### src/logic/stopwatch_pkg.sv
// Shared constants and types for the stopwatch control and status block
package stopwatch_pkg;

  // ****************************************************************
  // Register indices (byte address is four times the index)
  // ****************************************************************
  localparam logic [15:0] IDX_DIR_CTL    = 16'hFF78; // Direct input enable
  localparam logic [15:0] IDX_RUN_STATUS = 16'hFF79; // Run, clear, status
  localparam logic [15:0] IDX_MS_DIGIT   = 16'hFF7A; // Capture 1/1000 s
  localparam logic [15:0] IDX_HUND_DIGIT = 16'hFF7B; // Capture 1/100 s
  localparam logic [15:0] IDX_TENTHS     = 16'hFF7C; // Capture 1/10 s
  localparam logic [15:0] IDX_IRQ_MASK   = 16'hFFE6; // Interrupt masks
  localparam logic [15:0] IDX_IRQ_FLAGS  = 16'hFFF6; // Interrupt factors
  localparam int          ADDR_W         = 18;       // Covers 4 * 0xFFFF

  // ****************************************************************
  // Field positions
  // ****************************************************************
  localparam int CLEAR_BIT   = 0; // Counter clear strobe, write only
  localparam int RUN_BIT     = 1; // Count run control
  localparam int RENEW_BIT   = 2; // Capture renewed flag
  localparam int CARRY_BIT   = 3; // Lap carry request flag
  localparam int DIR_EN_BIT  = 3; // Direct key input enable

  // ****************************************************************
  // Reset values
  // ****************************************************************
  localparam logic [3:0] MASK_RESET  = 4'h0;
  localparam logic [3:0] FLAG_RESET  = 4'h0;
  localparam logic [3:0] DIGIT_RESET = 4'h0;

  // ****************************************************************
  // Timing
  // ****************************************************************
  localparam int CLK_PERIOD_NS   = 20;        // REF_CLK at 50 MHz
  localparam int CLK_HZ          = 50000000;
  localparam int TICK_NS         = 1000000;   // Millisecond count step
  localparam int TICK_CYCLES_DEF = TICK_NS / CLK_PERIOD_NS;
  localparam int SYNC_HZ         = 1024;      // Enable switch-over rate
  localparam int SYNC_CYCLES_DEF = CLK_HZ / SYNC_HZ;

  // ****************************************************************
  // Bus answers
  // ****************************************************************
  localparam logic [1:0] RESP_OKAY   = 2'h0;
  localparam logic [1:0] RESP_SLVERR = 2'h2;

  // Three BCD digits of the counter or the capture buffer
  typedef struct packed {
    logic [3:0] tenths_digit;
    logic [3:0] hundredths_digit;
    logic [3:0] millisecond_digit;
  } bcd_time_t;

  // Interrupt bits, D3 down to D0 in the mask and flag registers
  typedef struct packed {
    logic run;
    logic lap;
    logic one_hz;
    logic ten_hz;
  } irq_bits_t;

endpackage

### src/logic/stopwatch_control.sv
// Stopwatch counter with run control, capture buffer and interrupt flags
//
// Register access over AXI4-Lite is this design's own decision.
`timescale 1ns/1ps

// How it works
// - Writing one to clear strobe clears counter
// - Clear restarts if running, holds if stopped
// - Clear leaves capture buffer untouched
// - Run bit starts and stops, value kept
// - Run writes ignored while direct input active
// - Run bit reads actual counting state
// - Hold entry copies one hertz flag to carry
// - Carry flag renewed on every hold entry
// - Carry flag meaningless without direct input
// - Tenths read after renewal sets renewed flag
// - Renewed flag updated per tenths read only
// - Four readable interrupt mask bits
// - Factor flags set even when masked
// - Factor flags cleared only by writing one
// - Control bits, masks, flags reset to zero
// - Millisecond digit read triggers hold
// - Direct enable switches on 1024 Hz edge
module stopwatch_control
  import stopwatch_pkg::*;
#(
  parameter int unsigned TICK_CYCLES = TICK_CYCLES_DEF,
  parameter int unsigned SYNC_CYCLES = SYNC_CYCLES_DEF
) (
  input  wire logic              REF_CLK,
  input  wire logic              SYS_RST,
  input  wire logic [ADDR_W-1:0] AWADDR,
  input  wire logic              AWVALID,
  output logic                   AWREADY,
  input  wire logic [31:0]       WDATA,
  input  wire logic [3:0]        WSTRB,
  input  wire logic              WVALID,
  output logic                   WREADY,
  output logic [1:0]             BRESP,
  output logic                   BVALID,
  input  wire logic              BREADY,
  input  wire logic [ADDR_W-1:0] ARADDR,
  input  wire logic              ARVALID,
  output logic                   ARREADY,
  output logic [31:0]            RDATA,
  output logic [1:0]             RRESP,
  output logic                   RVALID,
  input  wire logic              RREADY,
  input  wire logic              RUN_KEY,
  input  wire logic              LAP_KEY,
  output logic                   IRQ
);

  localparam int TW = $clog2(TICK_CYCLES + 1);
  localparam int SW = $clog2(SYNC_CYCLES + 1);

  // ****************************************************************
  // Elaboration check
  // ****************************************************************
  if (TICK_CYCLES < 1 || SYNC_CYCLES < 2) begin : g_bad_param
    $error("stopwatch_control: tick or sync count too small");
  end

  // BCD step: returns carry and next digit
  function automatic logic [4:0] bcd_inc(input logic [3:0] d,
                                         input logic       en);
    if (!en) begin
      bcd_inc = {1'b0, d};
    end else if (d == 4'h9) begin
      bcd_inc = {1'b1, 4'h0};
    end else begin
      bcd_inc = {1'b0, d + 4'h1};
    end
  endfunction

  // ****************************************************************
  // State
  // ****************************************************************
  logic [TW-1:0]     tick_cnt;     // Cycles within one millisecond
  logic [SW-1:0]     sync_cnt;     // Free divider for 1024 Hz edge
  bcd_time_t         count;        // Live counter
  bcd_time_t         capture;      // Capture buffer seen by software
  logic              running;      // Actual counting state
  logic              hold;         // Capture buffer frozen
  logic              renew_pend;   // Lap renewed unread held data
  logic              carry_req;    // Lap carry request flag
  logic              renewed;      // Capture renewed flag
  logic              dir_written;  // Direct enable as written
  logic              dir_active;   // Direct enable in force
  irq_bits_t         mask;         // Interrupt enables
  irq_bits_t         flags;        // Interrupt factors
  logic              run_prev;     // Key history for edges
  logic              lap_prev;
  logic [ADDR_W-1:0] wr_addr;      // Held write address
  logic [31:0]       wr_data;      // Held write data
  logic [3:0]        wr_strb;
  logic              aw_ready;
  logic              w_ready;
  logic              b_valid;
  logic [1:0]        b_resp;
  logic              ar_ready;
  logic              r_valid;
  logic [31:0]       r_data;
  logic [1:0]        r_resp;
  logic              irq_out;

  logic [TW-1:0]     next_tick_cnt;
  logic [SW-1:0]     next_sync_cnt;
  bcd_time_t         next_count;
  bcd_time_t         next_capture;
  logic              next_running;
  logic              next_hold;
  logic              next_renew_pend;
  logic              next_carry_req;
  logic              next_renewed;
  logic              next_dir_written;
  logic              next_dir_active;
  irq_bits_t         next_mask;
  irq_bits_t         next_flags;
  logic [ADDR_W-1:0] next_wr_addr;
  logic [31:0]       next_wr_data;
  logic [3:0]        next_wr_strb;
  logic              next_aw_ready;
  logic              next_w_ready;
  logic              next_b_valid;
  logic [1:0]        next_b_resp;
  logic              next_ar_ready;
  logic              next_r_valid;
  logic [31:0]       next_r_data;
  logic [1:0]        next_r_resp;

  // Working values of the combinational process
  logic [4:0]  ms_step;
  logic [4:0]  hu_step;
  logic [4:0]  te_step;
  logic        tick;
  logic        run_edge;
  logic        lap_edge;
  logic        wr_go;
  logic        wr_lane;
  logic [15:0] wr_idx;
  logic [15:0] rd_idx;
  logic [3:0]  nib;
  irq_bits_t   set_bits;
  irq_bits_t   clr_bits;

  // ****************************************************************
  // Next-state logic
  // ****************************************************************
  always_comb begin
    next_tick_cnt    = tick_cnt;
    next_sync_cnt    = sync_cnt;
    next_count       = count;
    next_capture     = capture;
    next_running     = running;
    next_hold        = hold;
    next_renew_pend  = renew_pend;
    next_carry_req   = carry_req;
    next_renewed     = renewed;
    next_dir_written = dir_written;
    next_dir_active  = dir_active;
    next_mask        = mask;
    next_wr_addr     = wr_addr;
    next_wr_data     = wr_data;
    next_wr_strb     = wr_strb;
    next_aw_ready    = aw_ready;
    next_w_ready     = w_ready;
    next_b_valid     = b_valid;
    next_b_resp      = b_resp;
    next_ar_ready    = ar_ready;
    next_r_valid     = r_valid;
    next_r_data      = r_data;
    next_r_resp      = r_resp;
    set_bits         = '0;
    clr_bits         = '0;
    nib              = 4'h0;
    run_edge         = RUN_KEY && !run_prev;
    lap_edge         = LAP_KEY && !lap_prev;

    // Millisecond tick only while running
    tick = running && (tick_cnt == TW'(TICK_CYCLES - 1));
    if (running) begin
      next_tick_cnt = tick ? '0 : tick_cnt + TW'(1);
    end
    ms_step = bcd_inc(count.millisecond_digit, tick);
    hu_step = bcd_inc(count.hundredths_digit, ms_step[4]);
    te_step = bcd_inc(count.tenths_digit, hu_step[4]);
    next_count = {te_step[3:0], hu_step[3:0], ms_step[3:0]};
    set_bits.ten_hz = hu_step[4];
    set_bits.one_hz = te_step[4];

    // Direct enable only switches at the 1024 Hz divider edge
    if (sync_cnt == SW'(SYNC_CYCLES - 1)) begin
      next_sync_cnt   = '0;
      next_dir_active = dir_written;
    end else begin
      next_sync_cnt = sync_cnt + SW'(1);
    end

    // Unheld buffer simply follows the counter
    if (!hold) begin
      next_capture = count;
    end

    // Direct run key toggles counting
    if (dir_active && run_edge) begin
      next_running = !running;
      set_bits.run = 1'b1;
    end

    // ****************************************************************
    // Write channel: address and data taken in either order
    // ****************************************************************
    if (AWVALID && aw_ready) begin
      next_wr_addr  = AWADDR;
      next_aw_ready = 1'b0;
    end
    if (WVALID && w_ready) begin
      next_wr_data = WDATA;
      next_wr_strb = WSTRB;
      next_w_ready = 1'b0;
    end
    wr_go   = !aw_ready && !w_ready && !b_valid;
    wr_idx  = wr_addr[ADDR_W-1:2];
    wr_lane = wr_strb[0];
    if (wr_go) begin
      next_b_valid = 1'b1;
      next_b_resp  = RESP_OKAY;
      if (wr_idx == IDX_DIR_CTL) begin
        if (wr_lane) begin
          next_dir_written = wr_data[DIR_EN_BIT];
        end
      end else if (wr_idx == IDX_RUN_STATUS) begin
        // Renewed and carry bits ignore writes
        if (wr_lane && !dir_active) begin
          next_running = wr_data[RUN_BIT];
        end
        if (wr_lane && wr_data[CLEAR_BIT]) begin
          // Capture buffer is left alone here
          next_count    = '0;
          next_tick_cnt = '0;
        end
      end else if (wr_idx == IDX_IRQ_MASK) begin
        if (wr_lane) begin
          next_mask = irq_bits_t'(wr_data[3:0]);
        end
      end else if (wr_idx == IDX_IRQ_FLAGS) begin
        if (wr_lane) begin
          clr_bits = irq_bits_t'(wr_data[3:0]);
        end
      end else if (wr_idx == IDX_MS_DIGIT || wr_idx == IDX_HUND_DIGIT ||
                   wr_idx == IDX_TENTHS) begin
        next_b_resp = RESP_OKAY; // Read-only digits drop the write
      end else begin
        next_b_resp = RESP_SLVERR;
      end
    end
    if (b_valid && BREADY) begin
      next_b_valid  = 1'b0;
      next_aw_ready = 1'b1;
      next_w_ready  = 1'b1;
    end

    // ****************************************************************
    // Read channel with its side effects on the capture buffer
    // ****************************************************************
    rd_idx = ARADDR[ADDR_W-1:2];
    if (ARVALID && ar_ready) begin
      next_ar_ready = 1'b0;
      next_r_valid  = 1'b1;
      next_r_resp   = RESP_OKAY;
      if (rd_idx == IDX_DIR_CTL) begin
        nib[DIR_EN_BIT] = dir_written;
      end else if (rd_idx == IDX_RUN_STATUS) begin
        nib[RUN_BIT]   = running;
        nib[RENEW_BIT] = renewed;
        nib[CARRY_BIT] = carry_req;
      end else if (rd_idx == IDX_MS_DIGIT) begin
        if (!hold) begin
          // Freezing here stops digits rolling between reads
          next_capture   = count;
          next_hold      = 1'b1;
          next_carry_req = flags.one_hz;
          nib            = count.millisecond_digit;
        end else begin
          nib = capture.millisecond_digit;
        end
      end else if (rd_idx == IDX_HUND_DIGIT) begin
        nib = capture.hundredths_digit;
      end else if (rd_idx == IDX_TENTHS) begin
        nib          = capture.tenths_digit;
        next_renewed = renew_pend;
        next_hold    = renew_pend;
        next_renew_pend = 1'b0;
      end else if (rd_idx == IDX_IRQ_MASK) begin
        nib = mask;
      end else if (rd_idx == IDX_IRQ_FLAGS) begin
        nib = flags;
      end else begin
        next_r_resp = RESP_SLVERR;
      end
      next_r_data = {28'h0, nib};
    end
    if (r_valid && RREADY) begin
      next_r_valid  = 1'b0;
      next_ar_ready = 1'b1;
    end

    // Lap key captures last so it wins over a read in the same cycle
    if (dir_active && lap_edge) begin
      next_capture    = count;
      next_renew_pend = hold || next_renew_pend;
      next_hold       = 1'b1;
      next_carry_req  = flags.one_hz;
      set_bits.lap    = 1'b1;
    end

    // A set in the clearing cycle survives
    next_flags = (flags & ~clr_bits) | set_bits;
  end

  // ****************************************************************
  // Registers
  // ****************************************************************
  always_ff @(posedge REF_CLK or posedge SYS_RST) begin
    if (SYS_RST) begin
      tick_cnt    <= '0;
      sync_cnt    <= '0;
      count       <= {DIGIT_RESET, DIGIT_RESET, DIGIT_RESET};
      capture     <= {DIGIT_RESET, DIGIT_RESET, DIGIT_RESET};
      running     <= 1'b0;
      hold        <= 1'b0;
      renew_pend  <= 1'b0;
      carry_req   <= 1'b0;
      renewed     <= 1'b0;
      dir_written <= 1'b0;
      dir_active  <= 1'b0;
      mask        <= MASK_RESET;
      flags       <= FLAG_RESET;
      run_prev    <= 1'b0;
      lap_prev    <= 1'b0;
      wr_addr     <= '0;
      wr_data     <= 32'h0;
      wr_strb     <= 4'h0;
      aw_ready    <= 1'b1;
      w_ready     <= 1'b1;
      b_valid     <= 1'b0;
      b_resp      <= RESP_OKAY;
      ar_ready    <= 1'b1;
      r_valid     <= 1'b0;
      r_data      <= 32'h0;
      r_resp      <= RESP_OKAY;
      irq_out     <= 1'b0;
    end else begin
      tick_cnt    <= next_tick_cnt;
      sync_cnt    <= next_sync_cnt;
      count       <= next_count;
      capture     <= next_capture;
      running     <= next_running;
      hold        <= next_hold;
      renew_pend  <= next_renew_pend;
      carry_req   <= next_carry_req;
      renewed     <= next_renewed;
      dir_written <= next_dir_written;
      dir_active  <= next_dir_active;
      mask        <= next_mask;
      flags       <= next_flags;
      run_prev    <= RUN_KEY;
      lap_prev    <= LAP_KEY;
      wr_addr     <= next_wr_addr;
      wr_data     <= next_wr_data;
      wr_strb     <= next_wr_strb;
      aw_ready    <= next_aw_ready;
      w_ready     <= next_w_ready;
      b_valid     <= next_b_valid;
      b_resp      <= next_b_resp;
      ar_ready    <= next_ar_ready;
      r_valid     <= next_r_valid;
      r_data      <= next_r_data;
      r_resp      <= next_r_resp;
      irq_out     <= |(next_flags & next_mask);
    end
  end

  // Ports straight from flip-flops
  assign AWREADY = aw_ready;
  assign WREADY  = w_ready;
  assign BVALID  = b_valid;
  assign BRESP   = b_resp;
  assign ARREADY = ar_ready;
  assign RVALID  = r_valid;
  assign RDATA   = r_data;
  assign RRESP   = r_resp;
  assign IRQ     = irq_out;

endmodule

### config.mk
export PLATFORM = sky130hd
export DESIGN_NAME = stopwatch_control
export DESIGN_NICKNAME = d
export VERILOG_FILES = /design/src/logic/stopwatch_pkg.sv /design/src/logic/stopwatch_control.sv
export SDC_FILE = /design/constraint.sdc
export NUM_CORES = 1
export LEC_CHECK = 0
export BUFFER_PORTS_ARGS = -buffer_cell sky130_fd_sc_hd__buf_2
export CORE_ASPECT_RATIO = 1.5
export CORE_MARGIN = 10
export CORE_UTILIZATION = 55
export DETAILED_ROUTE_END_ITERATION = 6
export GPL_TIMING_DRIVEN = 0
export MAX_ROUTING_LAYER = met4
export PLACE_DENSITY = 0.81
export SLEW_MARGIN = 10
export SYNTH_ARGS = -nofsm -noshare
export SYNTH_HDL_FRONTEND = slang
export SYNTH_SLANG_ARGS = --single-unit
export TNS_END_PERCENT = 20
### constraint.sdc
create_clock -name REF_CLK -period 7.75 [get_ports REF_CLK]
set_clock_uncertainty 0.05 [all_clocks]
set_input_delay 0.3875 -clock REF_CLK [delete_from_list [all_inputs] [get_ports REF_CLK]]
set_output_delay 0.3875 -clock REF_CLK [all_outputs]
set_load 0.03 [all_outputs]
==> results.toml <==
[clocking]
clkSlewWorstSetupHoldPaths_ns = 0.07
tritoncts = "built"
clock_path_buffers = 2
cts_repair_resize_count = 0
cts.repair_timing.setup_buffer_count = 0
cts.hold.buffers_added = 0
cts.sinks = 106
cts_buffers = 9
cts_max_level = 3
clk_root_buffer_cell = "sky130_fd_sc_hd__clkbuf_16"
clk-insertion-delay-late_ns = 0.36

[timing]
worst_slew_margin_rel_pct = 55.3
grt_setup_unrepaired = "no"
final-setup-viol-count = 0
final_period_minus_worst_setup_slack_ns = 2.39
slew_violations = 0
hold_viol = 0
timing.fmax_mhz = 418
worstMarginPinSlew_ns = 0.665
fin_crit_sh_pct = 30.9
final.setup.tns_ns = 0

[die]
design.core.area_um2 = 9630
die_y_um = 142
initial_core_util_pct = 56.3
placementRows = 44
floorplan.io_pins = 123
area_enclosed_by_the_die_boundary_um2 = 14300
chipWidth_um = 101

[synth]
number_of_enable_type_register_cells_in_the_synthesized_netlist = 0
synth_most_common_cell = "sky130_fd_sc_hd__dfrtp_1"
ys.flop_type = "sky130_fd_sc_hd__dfrtp_1"
synthDominantAreaCellType = "sky130_fd_sc_hd__dfrtp_1"
ys_seq_elements = 106
synthesis.instances = 526
synth_top_cell_area_share_pct = 47.6
post_synthesis_cell_area_um2 = 5420
yosys_warnings = 0
yosys.cell_types.count = 60
synth_common_cells = "sky130_fd_sc_hd__dfrtp_1 (103), sky130_fd_sc_hd__nor2_1 (63), sky130_fd_sc_hd__nand2_1 (48), sky130_fd_sc_hd__mux2_2 (38), sky130_fd_sc_hd__buf_4 (31)"
async_set_or_reset_flop_fraction_in_the_synthesized_netlist_pct = 100
synth_sequential_area_ratio_pct = 49.0
ys_top_cells_by_area = "sky130_fd_sc_hd__dfrtp_1 (48%), sky130_fd_sc_hd__mux2_2 (7.9%), sky130_fd_sc_hd__nor2_1 (4.4%)"
syn_area_per_cell_um2 = 10.3

[routing]
detail_route.wirelength_um = 12000
drc = 0
drt_pass1_iterations = 4
route.antenna.remaining_nets = 0
wl_per_cell_um = 16.1
detailed_route_iter0_violations = 139
vias = 4068
routed_via_density = 5.48

[critical_path]
crit_family = "simple AND/OR/NAND/NOR gates"
max_stage_delay_ns = 0.62
cp-startpoint = "tick_cnt[0]"
critPathRequiredTime_ns = 8.00
crit_arrival_ns = 2.64
timing.critical_path.from_type = "flip-flop"
timing_worst_setup_path_type = "flip-flop to flip-flop"
critical_path.cell_chain = "ha_1 > nand3_1 > nor4_1 > nand4_1 > o31ai_1 > o2bb2ai_1 > a211o_1"
endpoint_kind = "flip-flop"
crit_path_top_delay_cell = "sky130_fd_sc_hd__nor4_1"
crit_fanout = 6
worstPathBufferInverterCount = 0
reg2reg_from = "tick_cnt[0]"

[grt]
grt_use_total_pct = 17.6
pin_count_of_the_biggest_net_entering_global_routing = 66
grt_antenna_before_repair = 0
remaining_global_route_overflow = 0
vias_in_the_first_global_route = 4299
grt_first_pass_wirelength_um = 20100

[cells_and_area]
nets = 705
antenna-diode-count = 0
seq_area_um2 = 2660
util_after_layout_pct = 65.2
number_of_inserted_filler_cells_in_the_final_layout = 755
layout.cells.non_filler = 742
multiInputGateArea_um2 = 2510
drive_above_1_share_pct = 25.7
syn_to_final_growth_pct = 15.8

[placement]
post-dp-hpwl_um = 8920
placed_cells_incl_taps = 726
portBuffers = 55
place.gp.congestion = 0.862

[flow_run]
max_cap_viol_count = 0

[status]
run_status = "finished clean"

[power_and_ir_drop]
p_leak_nw = 2.96
power_per_cell_area_nw_per_um2 = 230
peakVddDrop_mv = 0.187

[worst_hold_path]
hold_path.class = "input port to asynchronous set/reset pin"
-- state kept, by name (all words and copies together) (netlist names), 4 cells and up, named ones only --
signal    count
tick_cnt     16
mask          4
wr_data       4
RDATA         4
flags         4
capture       4
sync_cnt     16
count        12
wr_addr      16
-- kinds of logic (layout without fill, tap and decap cells) --
group           count (synthesis)  count (layout)  synth area share [%]
simple gates                  211             211                  20.5
flops                         106             106                  49.0
buf+inv                        62             134                  6.76
compound gates                 55              55                  6.51
mux                            55              55                  11.2
xor+xnor                       34              34                  5.49
fa+ha+maj                       2               2                 0.462
other cells                     1              30                0.0692
-- worst paths after layout --
check | end | cells past startpoint | slack (ns)
hold reg to reg | RDATA[0] | 2 | 0.43
setup reg to reg | IRQ | 7 | 5.36
hold / removal | wr_data[2] | 2 | 0.03
max in group asynchronous | ARREADY | 3 | 6.88
min in group REF_CLK | run_prev | 1 | 0.09
setup / recovery | IRQ | 7 | 5.36
-- metrics by stage --
step | power (W) | area, µm² | worst slack [ns] | hold WS (ns)
after global placement | 0.000971 | 5950 | 3.50 | 0.407
after CTS | 0.00145 | 6280 | 5.34 | 0.0449
after detailed placement | 0.000991 | 5980 | 5.37 | 0.415
after global routing | 0.00152 | 6280 | 5.14 | 0.0712
after floorplan | 0.000909 | 5530 | 4.53 | 0.369
final | 0.00144 | 6280 | 5.36 | 0.0278
-- area by class of cell --
cell class,count,area share (%)
clock buffers,12,3.93
well taps,115,2.29
clock inverters,4,0.857
flip-flops and latches,106,42.3
multi-input cells,387,39.9
repair buffers,56,4.82
plain buffers,46,4.88
inverters,16,0.996
-- per-layer routing --
layer / vias to the layer above / global-route usage [%] / routed length (µm)
met5: - / - / 0
met4: 0 / 8.76 / 374
met3: 32 / 5.01 / 822
met2: 124 / 30.0 / 6230
met1: 1958 / 17.9 / 4530
li1: 1954 / - / -
-- cell usage in the layout (no fill, tap or decap), types with 7 or more instances in the layout --
cell type / instances
sky130_fd_sc_hd__a21oi_1: 10
sky130_fd_sc_hd__buf_2: 57
sky130_fd_sc_hd__buf_4: 31
sky130_fd_sc_hd__clkbuf_1: 13
sky130_fd_sc_hd__clkbuf_16: 9
sky130_fd_sc_hd__conb_1: 30
sky130_fd_sc_hd__dfrtp_1: 103
sky130_fd_sc_hd__inv_1: 15
sky130_fd_sc_hd__mux2_2: 38
sky130_fd_sc_hd__mux2i_1: 15
sky130_fd_sc_hd__nand2_1: 48
sky130_fd_sc_hd__nand3_1: 17
sky130_fd_sc_hd__nand4_1: 19
sky130_fd_sc_hd__nor2_1: 63
sky130_fd_sc_hd__nor2b_1: 8
sky130_fd_sc_hd__nor3_1: 7
sky130_fd_sc_hd__o21ai_0: 20
sky130_fd_sc_hd__xnor2_1: 10
sky130_fd_sc_hd__xor2_1: 24
-- worst register-to-register path: cells and delay by family, from the launching register on --
kind / cells / cell delay [ns]
flip-flops: 1 / 0.39
adder cells (fa/ha/maj): 1 / 0.20
AO/OA/AOI/OAI: 3 / 0.65
AND/OR/NAND/NOR: 3 / 1.04
-- power breakdown --
part | internal (W) | switching (W)
Combinational | 0.000121 | 0.000153
Clock | 0.000260 | 0.000200
Sequential | 0.000636 | 0.0000726
Total | 0.00102 | 0.000426
Note: power is estimated with default switching activity, not from simulation.
